File: src/pkg/pemi_pkg.sv
// Purpose: shared constants and types for the parity engine memory port and register block
// Assumes: apb byte address is four times the register index
// Notes: block size is fixed at 512 bytes, four bursts of 128 bytes
package pemi_pkg;
  localparam int ADDR_W = 12;
  // ----------------------------------------------------------------
  // register indices
  // ----------------------------------------------------------------
  localparam logic [9:0] IDX_REGEN = 10'h180;
  localparam logic [9:0] IDX_LOSS = 10'h181;
  localparam logic [9:0] IDX_MODE = 10'h188;
  localparam logic [9:0] IDX_RSVD = 10'h189;
  localparam logic [9:0] IDX_LED = 10'h18A;
  localparam logic [9:0] IDX_SIZE = 10'h18B;
  localparam logic [9:0] IDX_CTRL = 10'h18C;
  // config slots follow the index order, loss first and mode last
  localparam int NUM_CFG = 8;
  localparam logic [2:0] SLOT_LOSS = 3'h0;
  localparam logic [2:0] SLOT_D1 = 3'h1;
  localparam logic [2:0] SLOT_D2 = 3'h2;
  localparam logic [2:0] SLOT_D3 = 3'h3;
  localparam logic [2:0] SLOT_D4 = 3'h4;
  localparam logic [2:0] SLOT_P = 3'h5;
  localparam logic [2:0] SLOT_Q = 3'h6;
  localparam logic [2:0] SLOT_MODE = 3'h7;
  localparam int MODE_HI = 31;
  localparam int MODE_LO = 29;
  localparam logic [31:0] RESET_CFG = 32'h0000_0000;
  localparam logic [4:0] RESET_SIZE = 5'h00;
  // ----------------------------------------------------------------
  // operation modes
  // ----------------------------------------------------------------
  localparam logic [2:0] MODE_SINGLE_D = 3'h0;
  localparam logic [2:0] MODE_SINGLE_P = 3'h1;
  localparam logic [2:0] MODE_SINGLE_Q = 3'h2;
  localparam logic [2:0] MODE_UPDATE_PQ = 3'h3;
  localparam logic [2:0] MODE_DOUBLE_DD = 3'h4;
  localparam logic [2:0] MODE_DOUBLE_DQ = 3'h5;
  localparam logic [2:0] MODE_DOUBLE_DP = 3'h7;
  // ----------------------------------------------------------------
  // register pair select codes
  // ----------------------------------------------------------------
  localparam logic [1:0] PAIR_LOSS_MODE = 2'h0;
  localparam logic [1:0] PAIR_D1_D2 = 2'h1;
  localparam logic [1:0] PAIR_D3_D4 = 2'h2;
  localparam logic [1:0] PAIR_P_Q = 2'h3;
  // ----------------------------------------------------------------
  // memory port
  // ----------------------------------------------------------------
  localparam logic [1:0] BURST_CODE_32 = 2'h3;
  localparam logic [31:0] BURST_BYTES = 32'h0000_0080;
  localparam logic [1:0] LAST_BURST = 2'h3;
  localparam logic [3:0] LAST_PAIR = 4'hF;
  localparam logic [2:0] READ_BLOCKS = 3'h3;
  // synchroniser bit positions
  localparam int SYNC_W = 71;
  localparam int SB_CLK = 0;
  localparam int SB_ACK = 1;
  localparam int SB_RVALID = 2;
  localparam int SB_REMPTY = 3;
  localparam int SB_FULL_R = 4;
  localparam int SB_FULL_F = 5;
  localparam int SB_WBUSY = 6;
  localparam int SB_RISE_LO = 7;
  localparam int SB_FALL_LO = 39;
  typedef enum logic [3:0] {
    S_IDLE = 4'h0,
    S_SETUP = 4'h1,
    S_FETCH = 4'h2,
    S_REQ = 4'h3,
    S_RD = 4'h4,
    S_RD_FIN = 4'h5,
    S_WR_FILL = 4'h6,
    S_WR_PUSH = 4'h7,
    S_WR_FIN = 4'h8,
    S_WR_SETTLE = 4'h9,
    S_NEXT = 4'hA,
    S_DONE = 4'hB,
    S_ABORT = 4'hC
  } pemi_state_t;
endpackage : pemi_pkg

File: src/pkg/pemi_cfg_if.sv
// Purpose: carries the register pair select and the two selected config words
// Assumes: one clock domain, the requester holds select steady
// Notes: words arrive one clock after the select
`timescale 1ns/1ps
interface pemi_cfg_if;
  logic [1:0] sel;
  logic [31:0] cfg_a;
  logic [31:0] cfg_b;
  modport requester (output sel, input cfg_a, input cfg_b);
  modport provider (input sel, output cfg_a, output cfg_b);
endinterface : pemi_cfg_if

File: src/hw/pemi_top.sv
// Purpose: staged burst memory port and register block of the parity engine
// Assumes: memory clock is sampled by pclk, far slower than pclk
// Notes: galois datapath lies outside; it streams words through the acc ports
`timescale 1ns/1ps
module pemi_top (
  input wire logic pclk,
  input wire logic presetn,
  input wire logic [pemi_pkg::ADDR_W-1:0] paddr,
  input wire logic psel,
  input wire logic penable,
  input wire logic pwrite,
  input wire logic [31:0] pwdata,
  output logic pready,
  output logic [31:0] prdata,
  output logic pslverr,
  input wire logic mem_clk,
  output logic [31:0] mem_req_address,
  output logic mem_access_request,
  output logic mem_read_not_write,
  output logic [1:0] mem_burst_length_code,
  input wire logic mem_request_ack,
  output logic read_word_ack_rise,
  output logic write_word_ack_rise,
  input wire logic [4:0] read_word_index_rise,
  output logic read_burst_finished,
  output logic read_path_clear,
  input wire logic [31:0] read_bus_rise,
  input wire logic [31:0] read_bus_fall,
  input wire logic read_word_valid,
  input wire logic ctrl_read_queue_empty,
  output logic [31:0] write_bus_rise,
  output logic [31:0] write_bus_fall,
  output logic write_burst_finished,
  output logic write_path_clear,
  input wire logic ctrl_write_in_progress,
  input wire logic ctrl_write_queue_full_rise,
  input wire logic ctrl_write_queue_full_fall,
  output logic accel_start,
  output logic accel_done,
  output logic [1:0] register_pair_select,
  output logic [31:0] config_input_a,
  output logic [31:0] config_input_b,
  output logic [31:0] acc_rd_data,
  output logic acc_rd_valid,
  input wire logic [31:0] acc_wr_data,
  input wire logic acc_wr_valid,
  output logic acc_wr_ready,
  output logic [31:0] loss_code,
  output logic [31:0] data_block_pointer_1,
  output logic [31:0] data_block_pointer_2,
  output logic [31:0] data_block_pointer_3,
  output logic [31:0] data_block_pointer_4,
  output logic [31:0] parity_p_pointer,
  output logic [31:0] parity_q_pointer,
  output logic [31:0] mode_word,
  output logic regenerate_request,
  output logic [3:0] status_indicator
);
  // ----------------------------------------------------------------
  // state
  // ----------------------------------------------------------------
  typedef struct packed {
    pemi_pkg::pemi_state_t state;
    logic regen;
    logic [1:0] led;
    logic [4:0] size;
    logic done_seen;
    logic [pemi_pkg::NUM_CFG-1:0][31:0] cfg;
    logic [31:0] prdata;
    logic link_prev;
    logic start;
    logic done;
    logic [1:0] sel;
    logic use_b;
    logic [2:0] block;
    logic [1:0] burst;
    logic [3:0] pair;
    logic half;
    logic [31:0] addr;
    logic req;
    logic rnw;
    logic [31:0] wr_rise;
    logic [31:0] wr_fall;
    logic [31:0] hold;
    logic [31:0] rd_data;
    logic rd_valid;
    logic rd_fin;
    logic wr_fin;
    logic clr_rd;
    logic clr_wr;
  } pemi_regs_t;

  pemi_regs_t r;
  pemi_regs_t next_r;
  logic [pemi_pkg::SYNC_W-1:0] sy;
  logic [9:0] idx;
  logic mapped;
  logic in_cfg;
  logic [2:0] slot;
  logic wr_en;
  logic abort_req;
  logic link_edge;
  logic busy;
  logic [31:0] rd_word;
  logic [2:0] total;
  logic [2:0] tgt;

  // ----------------------------------------------------------------
  // helpers
  // ----------------------------------------------------------------
  function automatic logic [2:0] pemi_writes(input logic [2:0] m);
    case (m)
      pemi_pkg::MODE_UPDATE_PQ: pemi_writes = 3'h3;
      pemi_pkg::MODE_DOUBLE_DD, pemi_pkg::MODE_DOUBLE_DQ, pemi_pkg::MODE_DOUBLE_DP: pemi_writes = 3'h2;
      default: pemi_writes = 3'h1;
    endcase
  endfunction : pemi_writes

  // returns {pair select, take second bus}
  function automatic logic [2:0] pemi_target(input logic [2:0] blk, input logic [2:0] m);
    case (blk)
      3'h0: pemi_target = {pemi_pkg::PAIR_D1_D2, 1'b0};
      3'h1: pemi_target = {pemi_pkg::PAIR_D1_D2, 1'b1};
      3'h2: pemi_target = {pemi_pkg::PAIR_D3_D4, 1'b0};
      3'h3: pemi_target = {pemi_pkg::PAIR_P_Q, (m == pemi_pkg::MODE_SINGLE_Q)};
      3'h4: pemi_target = {pemi_pkg::PAIR_P_Q, 1'b1};
      default: pemi_target = {pemi_pkg::PAIR_D1_D2, 1'b0};
    endcase
  endfunction : pemi_target

  // ----------------------------------------------------------------
  // input capture and config pair select
  // ----------------------------------------------------------------
  // data words ride the same two stages as the link clock, so they line up with its edge
  pemi_sync #(.W(pemi_pkg::SYNC_W)) u_sync (
    .pclk(pclk),
    .presetn(presetn),
    .d({read_bus_fall, read_bus_rise, ctrl_write_in_progress, ctrl_write_queue_full_fall,
        ctrl_write_queue_full_rise, ctrl_read_queue_empty, read_word_valid, mem_request_ack, mem_clk}),
    .q(sy)
  );

  pemi_cfg_if cfg_bus();
  assign cfg_bus.sel = r.sel;

  pemi_cfg_mux u_cfg_mux (
    .pclk(pclk),
    .presetn(presetn),
    .cfg(r.cfg),
    .bus(cfg_bus)
  );

  // ----------------------------------------------------------------
  // next state
  // ----------------------------------------------------------------
  always_comb begin
    next_r = r;
    next_r.start = 1'b0;
    next_r.done = 1'b0;
    next_r.rd_valid = 1'b0;
    link_edge = sy[pemi_pkg::SB_CLK] & ~r.link_prev;
    next_r.link_prev = sy[pemi_pkg::SB_CLK];
    busy = (r.state != pemi_pkg::S_IDLE);
    total = pemi_pkg::READ_BLOCKS + pemi_writes(r.cfg[pemi_pkg::SLOT_MODE][pemi_pkg::MODE_HI:pemi_pkg::MODE_LO]);
    tgt = pemi_target(r.block, r.cfg[pemi_pkg::SLOT_MODE][pemi_pkg::MODE_HI:pemi_pkg::MODE_LO]);
    idx = paddr[pemi_pkg::ADDR_W-1:2];
    mapped = (paddr[1:0] == 2'h0) && (idx >= pemi_pkg::IDX_REGEN) && (idx <= pemi_pkg::IDX_CTRL);
    in_cfg = (idx >= pemi_pkg::IDX_LOSS) && (idx <= pemi_pkg::IDX_MODE);
    slot = 3'(idx - pemi_pkg::IDX_LOSS);
    wr_en = psel & penable & pwrite & mapped;
    abort_req = wr_en && (idx == pemi_pkg::IDX_CTRL) && (pwdata[1:0] != 2'h0);
    // read data is latched in the setup phase so prdata comes from a flop
    case (idx)
      pemi_pkg::IDX_REGEN: rd_word = {31'h0, r.regen};
      pemi_pkg::IDX_LED: rd_word = {28'h0, r.led, r.done_seen, busy};
      pemi_pkg::IDX_SIZE: rd_word = {27'h0, r.size};
      pemi_pkg::IDX_CTRL: rd_word = {24'h0, r.state, 3'h0, busy};
      default: rd_word = (in_cfg && mapped) ? r.cfg[slot] : 32'h0;
    endcase
    if (psel && !penable) begin
      next_r.prdata = mapped ? rd_word : 32'h0;
    end
    if (wr_en && in_cfg) begin
      next_r.cfg[slot] = pwdata;
    end
    if (wr_en && (idx == pemi_pkg::IDX_LED)) begin
      next_r.led = pwdata[3:2];
    end
    if (wr_en && (idx == pemi_pkg::IDX_SIZE)) begin
      next_r.size = pwdata[4:0];
    end

    case (r.state)
      pemi_pkg::S_IDLE: begin
        if (r.regen) begin
          next_r.start = 1'b1;
          next_r.done_seen = 1'b0;
          next_r.block = 3'h0;
          next_r.state = pemi_pkg::S_SETUP;
        end
      end
      pemi_pkg::S_SETUP: begin
        if (r.block == total) begin
          next_r.state = pemi_pkg::S_DONE;
        end else begin
          next_r.sel = tgt[2:1];
          next_r.use_b = tgt[0];
          next_r.rnw = (r.block < pemi_pkg::READ_BLOCKS);
          next_r.half = 1'b0;
          next_r.state = pemi_pkg::S_FETCH;
        end
      end
      pemi_pkg::S_FETCH: begin
        // second cycle: the registered pair has caught up with the select
        if (!r.half) begin
          next_r.half = 1'b1;
        end else begin
          next_r.half = 1'b0;
          next_r.addr = r.use_b ? cfg_bus.cfg_b : cfg_bus.cfg_a;
          next_r.burst = 2'h0;
          next_r.req = 1'b1;
          next_r.state = pemi_pkg::S_REQ;
        end
      end
      pemi_pkg::S_REQ: begin
        // request, address and direction frozen until the acknowledge is seen
        if (link_edge && sy[pemi_pkg::SB_ACK]) begin
          next_r.req = 1'b0;
          next_r.pair = 4'h0;
          next_r.half = 1'b0;
          next_r.state = r.rnw ? pemi_pkg::S_RD : pemi_pkg::S_WR_FILL;
        end
      end
      pemi_pkg::S_RD: begin
        if (r.half) begin
          next_r.rd_data = r.hold;
          next_r.rd_valid = 1'b1;
          next_r.half = 1'b0;
          if (r.pair == pemi_pkg::LAST_PAIR) begin
            next_r.rd_fin = 1'b1;
            next_r.state = pemi_pkg::S_RD_FIN;
          end else begin
            next_r.pair = r.pair + 4'h1;
          end
        end else if (link_edge && sy[pemi_pkg::SB_RVALID] && !sy[pemi_pkg::SB_REMPTY]) begin
          next_r.rd_data = sy[pemi_pkg::SB_RISE_LO +: 32];
          next_r.hold = sy[pemi_pkg::SB_FALL_LO +: 32];
          next_r.rd_valid = 1'b1;
          next_r.half = 1'b1;
        end
      end
      pemi_pkg::S_RD_FIN: begin
        if (link_edge) begin
          next_r.rd_fin = 1'b0;
          next_r.state = pemi_pkg::S_NEXT;
        end
      end
      pemi_pkg::S_WR_FILL: begin
        if (acc_wr_valid) begin
          if (!r.half) begin
            next_r.wr_rise = acc_wr_data;
            next_r.half = 1'b1;
          end else begin
            next_r.wr_fall = acc_wr_data;
            next_r.half = 1'b0;
            next_r.state = pemi_pkg::S_WR_PUSH;
          end
        end
      end
      pemi_pkg::S_WR_PUSH: begin
        if (link_edge && !sy[pemi_pkg::SB_FULL_R] && !sy[pemi_pkg::SB_FULL_F]) begin
          if (r.pair == pemi_pkg::LAST_PAIR) begin
            next_r.wr_fin = 1'b1;
            next_r.state = pemi_pkg::S_WR_FIN;
          end else begin
            next_r.pair = r.pair + 4'h1;
            next_r.state = pemi_pkg::S_WR_FILL;
          end
        end
      end
      pemi_pkg::S_WR_FIN: begin
        if (link_edge) begin
          next_r.wr_fin = 1'b0;
          next_r.state = pemi_pkg::S_WR_SETTLE;
        end
      end
      pemi_pkg::S_WR_SETTLE: begin
        if (link_edge && !sy[pemi_pkg::SB_WBUSY]) begin
          next_r.state = pemi_pkg::S_NEXT;
        end
      end
      pemi_pkg::S_NEXT: begin
        // other ports may be served between these staged requests
        if (r.burst == pemi_pkg::LAST_BURST) begin
          next_r.block = r.block + 3'h1;
          next_r.state = pemi_pkg::S_SETUP;
        end else begin
          next_r.burst = r.burst + 2'h1;
          next_r.addr = r.addr + pemi_pkg::BURST_BYTES;
          next_r.req = 1'b1;
          next_r.state = pemi_pkg::S_REQ;
        end
      end
      pemi_pkg::S_DONE: begin
        next_r.done = 1'b1;
        next_r.done_seen = 1'b1;
        next_r.state = pemi_pkg::S_IDLE;
      end
      pemi_pkg::S_ABORT: begin
        if (link_edge) begin
          next_r.half = 1'b1; // leave on the second link edge so the clears span a whole link period
          next_r.clr_rd = r.clr_rd & ~r.half;
          next_r.clr_wr = r.clr_wr & ~r.half;
          next_r.state = r.half ? pemi_pkg::S_IDLE : pemi_pkg::S_ABORT;
        end
      end
      default: begin
        next_r.state = pemi_pkg::S_IDLE;
      end
    endcase

    // abort drops the request and holds the chosen clears for one link period
    if (abort_req) begin
      next_r.state = pemi_pkg::S_ABORT;
      next_r.req = 1'b0;
      next_r.rd_fin = 1'b0;
      next_r.wr_fin = 1'b0;
      next_r.half = 1'b0;
      next_r.clr_rd = pwdata[0];
      next_r.clr_wr = pwdata[1];
    end

    // completion clears the bit, but a software write in the same cycle wins
    if ((r.state == pemi_pkg::S_DONE) || abort_req) begin
      next_r.regen = 1'b0;
    end
    if (wr_en && (idx == pemi_pkg::IDX_REGEN)) begin
      next_r.regen = pwdata[0];
    end
  end

  always_ff @(posedge pclk or negedge presetn) begin
    if (!presetn) begin
      r <= '0;
    end else begin
      r <= next_r;
    end
  end

  // ----------------------------------------------------------------
  // outputs
  // ----------------------------------------------------------------
  assign pready = 1'b1;
  assign pslverr = psel & penable & ~mapped;
  assign prdata = r.prdata;
  assign mem_req_address = r.addr;
  assign mem_access_request = r.req;
  assign mem_read_not_write = r.rnw;
  assign mem_burst_length_code = pemi_pkg::BURST_CODE_32;
  // burst only: word index inputs are left unread
  assign read_word_ack_rise = 1'b0;
  assign write_word_ack_rise = 1'b0;
  assign read_burst_finished = r.rd_fin;
  assign read_path_clear = r.clr_rd;
  assign write_bus_rise = r.wr_rise;
  assign write_bus_fall = r.wr_fall;
  assign write_burst_finished = r.wr_fin;
  assign write_path_clear = r.clr_wr;
  assign accel_start = r.start;
  assign accel_done = r.done;
  assign register_pair_select = r.sel;
  assign config_input_a = cfg_bus.cfg_a;
  assign config_input_b = cfg_bus.cfg_b;
  assign acc_rd_data = r.rd_data;
  assign acc_rd_valid = r.rd_valid;
  assign acc_wr_ready = (r.state == pemi_pkg::S_WR_FILL);
  assign loss_code = r.cfg[pemi_pkg::SLOT_LOSS];
  assign data_block_pointer_1 = r.cfg[pemi_pkg::SLOT_D1];
  assign data_block_pointer_2 = r.cfg[pemi_pkg::SLOT_D2];
  assign data_block_pointer_3 = r.cfg[pemi_pkg::SLOT_D3];
  assign data_block_pointer_4 = r.cfg[pemi_pkg::SLOT_D4];
  assign parity_p_pointer = r.cfg[pemi_pkg::SLOT_P];
  assign parity_q_pointer = r.cfg[pemi_pkg::SLOT_Q];
  assign mode_word = r.cfg[pemi_pkg::SLOT_MODE];
  assign regenerate_request = r.regen;
  assign status_indicator = {r.led, r.done_seen, busy};
endmodule : pemi_top

File: src/hw/pemi_sync.sv
// Purpose: two flip-flop synchroniser for inputs from the memory side
// Assumes: multi-bit words are stable around the sampled link edge
// Notes: only the second stage leaves this module
`timescale 1ns/1ps
module pemi_sync #(
  parameter int W = 1
) (
  input wire logic pclk,
  input wire logic presetn,
  input wire logic [W-1:0] d,
  output logic [W-1:0] q
);
  typedef struct packed {
    logic [W-1:0] meta;
    logic [W-1:0] stable;
  } pemi_sync_t;
  pemi_sync_t r;
  pemi_sync_t next_r;
  always_comb begin
    next_r.meta = d;
    next_r.stable = r.meta;
  end
  always_ff @(posedge pclk or negedge presetn) begin
    if (!presetn) begin
      r <= '0;
    end else begin
      r <= next_r;
    end
  end
  assign q = r.stable;
endmodule : pemi_sync

File: src/hw/pemi_cfg_mux.sv
// Purpose: presents one pair of config registers on two registered buses
// Assumes: config words are held by the register block
// Notes: one clock of latency from select to data
`timescale 1ns/1ps
module pemi_cfg_mux (
  input wire logic pclk,
  input wire logic presetn,
  input wire logic [pemi_pkg::NUM_CFG-1:0][31:0] cfg,
  pemi_cfg_if.provider bus
);
  typedef struct packed {
    logic [31:0] a;
    logic [31:0] b;
  } pemi_mux_t;
  pemi_mux_t r;
  pemi_mux_t next_r;
  always_comb begin
    next_r = r;
    case (bus.sel)
      pemi_pkg::PAIR_LOSS_MODE: begin
        next_r.a = cfg[pemi_pkg::SLOT_LOSS];
        next_r.b = cfg[pemi_pkg::SLOT_MODE];
      end
      pemi_pkg::PAIR_D1_D2: begin
        next_r.a = cfg[pemi_pkg::SLOT_D1];
        next_r.b = cfg[pemi_pkg::SLOT_D2];
      end
      pemi_pkg::PAIR_D3_D4: begin
        next_r.a = cfg[pemi_pkg::SLOT_D3];
        next_r.b = cfg[pemi_pkg::SLOT_D4];
      end
      default: begin
        next_r.a = cfg[pemi_pkg::SLOT_P];
        next_r.b = cfg[pemi_pkg::SLOT_Q];
      end
    endcase
  end
  always_ff @(posedge pclk or negedge presetn) begin
    if (!presetn) begin
      r <= '0;
    end else begin
      r <= next_r;
    end
  end
  assign bus.cfg_a = r.a;
  assign bus.cfg_b = r.b;
endmodule : pemi_cfg_mux

File: config.mk
export PLATFORM = sky130hd
export DESIGN_NAME = pemi_top
export DESIGN_NICKNAME = d
export VERILOG_FILES = /design/src/pkg/pemi_pkg.sv /design/src/pkg/pemi_cfg_if.sv /design/src/hw/pemi_top.sv /design/src/hw/pemi_sync.sv /design/src/hw/pemi_cfg_mux.sv
export SDC_FILE = /design/constraint.sdc
export NUM_CORES = 1
export LEC_CHECK = 0
export BUFFER_PORTS_ARGS = -buffer_cell sky130_fd_sc_hd__buf_2
export CAP_MARGIN = 0
export CELL_PAD_IN_SITES_DETAIL_PLACEMENT = 1
export CELL_PAD_IN_SITES_GLOBAL_PLACEMENT = 1
export CORE_MARGIN = 5
export CORE_UTILIZATION = 44
export CTS_BUF_LIST = sky130_fd_sc_hd__clkbuf_8 sky130_fd_sc_hd__clkbuf_16
export DETAILED_ROUTE_END_ITERATION = 8
export PLACE_DENSITY = 0.76
export SYNTH_ARGS = -nofsm -noshare
export SYNTH_HDL_FRONTEND = slang
export SYNTH_SLANG_ARGS = --single-unit
File: constraint.sdc
create_clock -name pclk -period 2.6 [get_ports pclk]
set_input_delay 0.13 -clock pclk [delete_from_list [all_inputs] [get_ports pclk]]
set_output_delay 0.13 -clock pclk [all_outputs]
set_load 0.005 [all_outputs]
==> After elaboration in Yosys (flattened, before gate mapping) <==
Index checks and enable logic that the tools add are counted.
W data, S select, Z words.
{ "word_totals": {"reg_bits": 690} }
{ "op_classes": {"bitwise": 11, "n_reduce_logical": 57, "n_eq_ne": 52, "order_cmp": 7, "n_addsub": 6, "muxes": 75} }
{ "ops": {"columns": ["op", "count"], "rows": [
  ["$bwmux W256", 1],
  ["$pmux W64 S3", 1],
  ["$mux W32", 5],
  ["$mux W33", 4],
  ["$pmux W32 S4", 1],
  ["$bmux W32 S3", 1],
  ["$demux W32 S3", 1],
  ["$mux W4", 20],
  ["$pmux W32 S2", 1],
  ["$pmux W4 S12", 1],
  ["$eq A10 B9 Y1 const B", 4],
  ["$ne A3 B3 Y1 const B", 13],
  ["$add A32 B8 Y32 const B", 1],
  ["$eq A4 B4 Y1 const B", 6],
  ["$ge A10 B9 Y1 const B", 2],
  ["$le A10 B9 Y1 const B", 2],
  ["$mux W1", 20],
  ["$logic_and A1 B1 Y1", 18],
  ["$eq A4 B3 Y1 const B", 4],
  ["$reduce_and A4 Y1", 4],
  ["$reduce_bool A2 Y1", 8],
  ["$reduce_and A3 Y1", 5],
  ["$ne A2 B2 Y1 const B", 7],
  ["$eq A3 B2 Y1 const B", 4],
  ["other kinds (40)", 74]
]} }

==> Depth between registers and ports, before layout <==
{ "logic_depth": {"word_depth": 9, "mapped_depth": 13, "depth_no_buf": 7} }

==> Cells and area by module <==
Synthesis repeated with hierarchy kept, for this count alone.
{ "hier_totals": {"cells_unflattened": 2491, "area_unflattened_um2": 32999.1} }
{ "modules_own_cells": {"columns": ["mod", "area_each_um2", "instances", "cells_each"], "rows": [
  ["pemi_top", 26221.4, 1, 2207],
  ["pemi_sync", 3553.4, 1, 142],
  ["pemi_cfg_mux", 3224.3, 1, 142]
]} }

==> Worst setup path before layout <==
Ideal clock, no wire load.
{ "synth_path": {"path_type": "input to register", "from": "input port paddr[2] (netlist bit)", "to": "register r, in the netlist loss_code[10]", "required_time_ps": 2475, "setup_time_ps": 125, "slack_ps": -132, "path_stages": 11, "path_buffers": 4, "arrival_ps": 2607, "path_cell_list": "buf_2 > buf_2 > inv_2 > clkbuf_1 > ha_1 > nor3b_1 > o32ai_2 > nand4_2 > nor2_2 > buf_2 > mux2_2"} }
{ "synth_via": {"elab_chain_len": 6, "elab_cells_between_ends": 16} }
{ "synth_rtl": {"columns": ["item", "line", "rtl"], "rows": [
  ["start: declaration", "pemi_top.sv:8", "input wire logic [pemi_pkg::ADDR_W-1:0] paddr,"],
  ["$sub A3 B1 Y3", "pemi_top.sv:169", "slot = 3'(idx - pemi_pkg::IDX_LOSS);"],
  ["$lt A3 B4 Y1 (implied by the code) or $ge A3 B1 Y1 (tied branches)", "pemi_top.sv:184", "next_r.cfg[slot] = pwdata;"],
  ["$logic_and A1 B1 Y1 (implied by the code)", "pemi_top.sv:184", null],
  ["$mux W32 (implied by the code)", "pemi_top.sv:184", null],
  ["$demux W32 S3", "pemi_top.sv:184", null],
  ["$bwmux W256", "pemi_top.sv:184", null],
  ["end signal: assignment", "pemi_top.sv:346", "r <= next_r;"],
  ["end: declaration", "pemi_top.sv:93", "pemi_regs_t r;"]
]} }
Parallel ways exist; a longest one is shown, timed or not.
A chain may end at the register's enable or synchronous reset.

==> Worst setup path after layout <==
{ "layout_path": {"from": "register r[480] (netlist bit)", "to": "register r, in the netlist acc_rd_data[5]"} }
{ "layout_via": {"elab_chain_len": 2} }
{ "layout_rtl": {"columns": ["item", "line", "rtl"], "rows": [
  ["$eq A4 B3 Y1", "pemi_top.sv:193", "case (r.state)"],
  ["$reduce_and A2 Y1 (no line)", null, null]
]} }
Every way passes these cells.

==> results.ini <==
[synthesis]
synth_edf_count = 0
synth_top_area_frac = 0.533
synthFlopType = dfrtp_1
synth_async_sr_flop_share = 1.00
ys.warnings.count = 0
yosys.area.top_type = dfrtp_1
ys_seq_area_frac = 0.533
synth.avg_cell_area_sq_um = 12.6
synthTopCellsByArea = dfrtp_1, mux2_2, buf_4, mux4_2, mux2i_1
synth_compound_area_frac = 0.0761
synthMuxAreaShare = 0.206
synth-simple-area-share = 0.0583
syn-instance-count = 2575
synth_cell_types = 76
yosysMostFrequentCell = dfrtp_1
ys_ff_latch = 690
synthAdderAreaFrac = 0.00502
synthXorXnorAreaFrac = 0.00104
synth_area_sq_um = 32400
synth_top_family_by_area = multiplexers
synth_common_cells = dfrtp_1, buf_4, mux2_2, nand2_1, nor2_1

[detailed_routing]
drtPass1Iterations = 5
drcViolationCount = 0
via_per_inst = 5.79
ant_nets = 0
first_iter_violations = 1586
routedWlPerCell_microns = 30.3
num_vias = 23100
wl_mm = 121

[power_and_ir_drop]
power_density_nw_per_um2 = 794
leakage_nw = 18.9
ir_drop_mv = 0.474

[grt]
antenna_found_initial = 12
grt_overflow = 0
track_usage = 0.297
grt_max_degree = 106
grt_pass1_vias = 25300
grt_pass1_wl_mm = 176

[sta]
post-route-min-period_ns = 2.50
whs_ns = 0.0492
worstMarginPinSlew_ns = 0.881
timing.final.max_slew_violations = 0
setup_viol = 0
grt_setup_unrepaired = false
layout_worst_path_cycle_share = 0.960
hold_viol = 0
finClkSkew_ns = 0.0544
setup_tns_ns = 0
max_freq_ghz = 0.400
maxSlewHeadroom = 0.409

[critical_path]
r2r_start = r[480]$_DFFE_PN0P_
cp-end-kind = register
r2r_setup_slack_ns = 0.10
cp_max_fo = 19
critPathRequiredTime_ns = 3.08
reg2reg_to = acc_rd_data[5]$_DFFE_PN0P_
critPathLaunchType = register
rr_worst_depth = 6
critical_path_class = reg2reg
cp_data_arrival_time_ns = 2.98

[floorplan]
die_w_microns = 281
core_area_sq_um = 73100
fp.dieH_microns = 281
dieArea_sq_um = 79200
rows = 99
start_util = 0.444
io_pins = 661

[final_layout]
fill_cells = 7482
nets = 3132
synthToLayoutAreaGrowth_pct = 18.0
drive_gt1_frac = 0.444

[placed_design]
numPortBuffers = 650
gp_congestion = 0.899
dp_hpwl_mm = 83.0

[clock_network]
clkLatencyLatePin_ns = 0.64
cts_buffers = 75
cts_sinks = 690
post-cts-setup-buffers = 0
cts-root-buf = clkbuf_16
cts.reportedPaths.clkPinSlew_ns = 0.07
cts_max_path_buffers = 3
htree_levels = 3
cts_tree = done

[worst_hold_path]
hp-class = in2reg
hold_path_end = regenerate_request$_DFFE_PN0P_
hold_start = pwrite
hold_path_depth = 5

[flow_run]
maxCapViolations = 0

[run_status]
status = finished clean

-- per-stage QoR --
stage / worst slack (ns) / std cells / util / total power [mW] / cell area [sq um]
5_1_grt: 0.0594 / 3986 / 0.524 / 31.6 / 38300
3_3_place_gp: 0.237 / 3706 / 0.469 / 18.6 / 34300
6_report: 0.103 / 3989 / 0.524 / 30.4 / 38300
2_1_floorplan: 0.0566 / 2578 / - / 17.1 / 32500
4_1_cts: 0.0696 / 3977 / 0.523 / 30.3 / 38200
3_5_place_dp: 0.121 / 3706 / 0.469 / 19.0 / 34300
-- cell usage in the layout (no fill, tap or decap), types with 12 or more instances in the layout --
cell type and n:
buf_12 30, nand2_1 136, o31ai_1 33, and3_1 13, ha_1 12, o22ai_1 36, a22oi_1 71, clkinv_2 17
a32oi_1 16, clkbuf_8 12, dfrtp_1 687, diode_2 12, mux2i_1 55, mux2_1 29, nand3_1 26, nor2_1 89
buf_4 70, mux2_2 364, mux4_2 76, inv_1 23, clkbuf_16 75, a21oi_1 63, nor2b_1 12, o21ai_0 60
dlygate4sd3_1 137, nor3_1 26, a31oi_1 18, buf_2 648
-- final cells by class --
type	count	area, sq um	area share
inverter	10	37.5	0.000981
tap	959	1200	0.0314
antenna	12	30.0	0.000785
clock inverter	47	519	0.0136
timing repair buffer	886	5760	0.150
clock buffer	87	2040	0.0534
sequential	690	17300	0.451
multi-input combinational	1298	11400	0.298
-- where the power goes --
part	internal, mW	switching, mW	total (mW)
logic	2.78	3.39	6.17
clock network	6.38	4.73	11.1
registers	12.0	1.15	13.1
-- routing by layer --
layer / GRT usage / share of wire / vias up
li1: - / - / 9580
met1: 0.361 / 0.38 / 12200
met2: 0.503 / 0.49 / 1013
met3: 0.0791 / 0.075 / 295
met4: 0.126 / 0.050 / 2
met5: 0 / 0.00011 / -
-- how the worst max path moves through the flow --
stage | start | to | slack (ns) | cells after the start
after floorplan | paddr[2] | mode_word[12]$_DFFE_PN0P_ | 0.06 | 11
after global placement | paddr[2] | loss_code[27]$_DFFE_PN0P_ | 0.24 | 8
after detailed placement | r[480]$_DFFE_PN0P_ | acc_rd_data[5]$_DFFE_PN0P_ | 0.12 | 6
after CTS | r[480]$_DFFE_PN0P_ | acc_rd_data[5]$_DFFE_PN0P_ | 0.07 | 6
after global routing | r[480]$_DFFE_PN0P_ | acc_rd_data[5]$_DFFE_PN0P_ | 0.06 | 6
final | r[480]$_DFFE_PN0P_ | acc_rd_data[5]$_DFFE_PN0P_ | 0.10 | 6
-- what timing repair did --
item	4_1_cts	5_1_grt
hold buffers	137	0
resized for setup	0	4
endpoints found under the setup margin	0	3
endpoints found under the hold margin	449	0
-- worst max-delay path, cell delays in order (launching register included) --
cell	delay (ns)
dfrtp_1	0.46
or4b_4	0.63
buf_4	0.27
nor2_2	0.18
buf_4	0.28
a22oi_1	0.12
o21ai_1	0.40
-- logic make-up (layout without fill, tap and decap cells) --
logic type               after synthesis  count (layout)
multiplexers                         524             524
buffers and inverters                590            1030
AND/OR/NAND/NOR                      387             387
other                                  2              17
AO/OA/AOI/OAI                        366             366
adder cells (fa/ha/maj)               13              13
XOR/XNOR                               3               3
flip-flops                           690             690
Note: power is estimated with default switching activity, not from simulation.
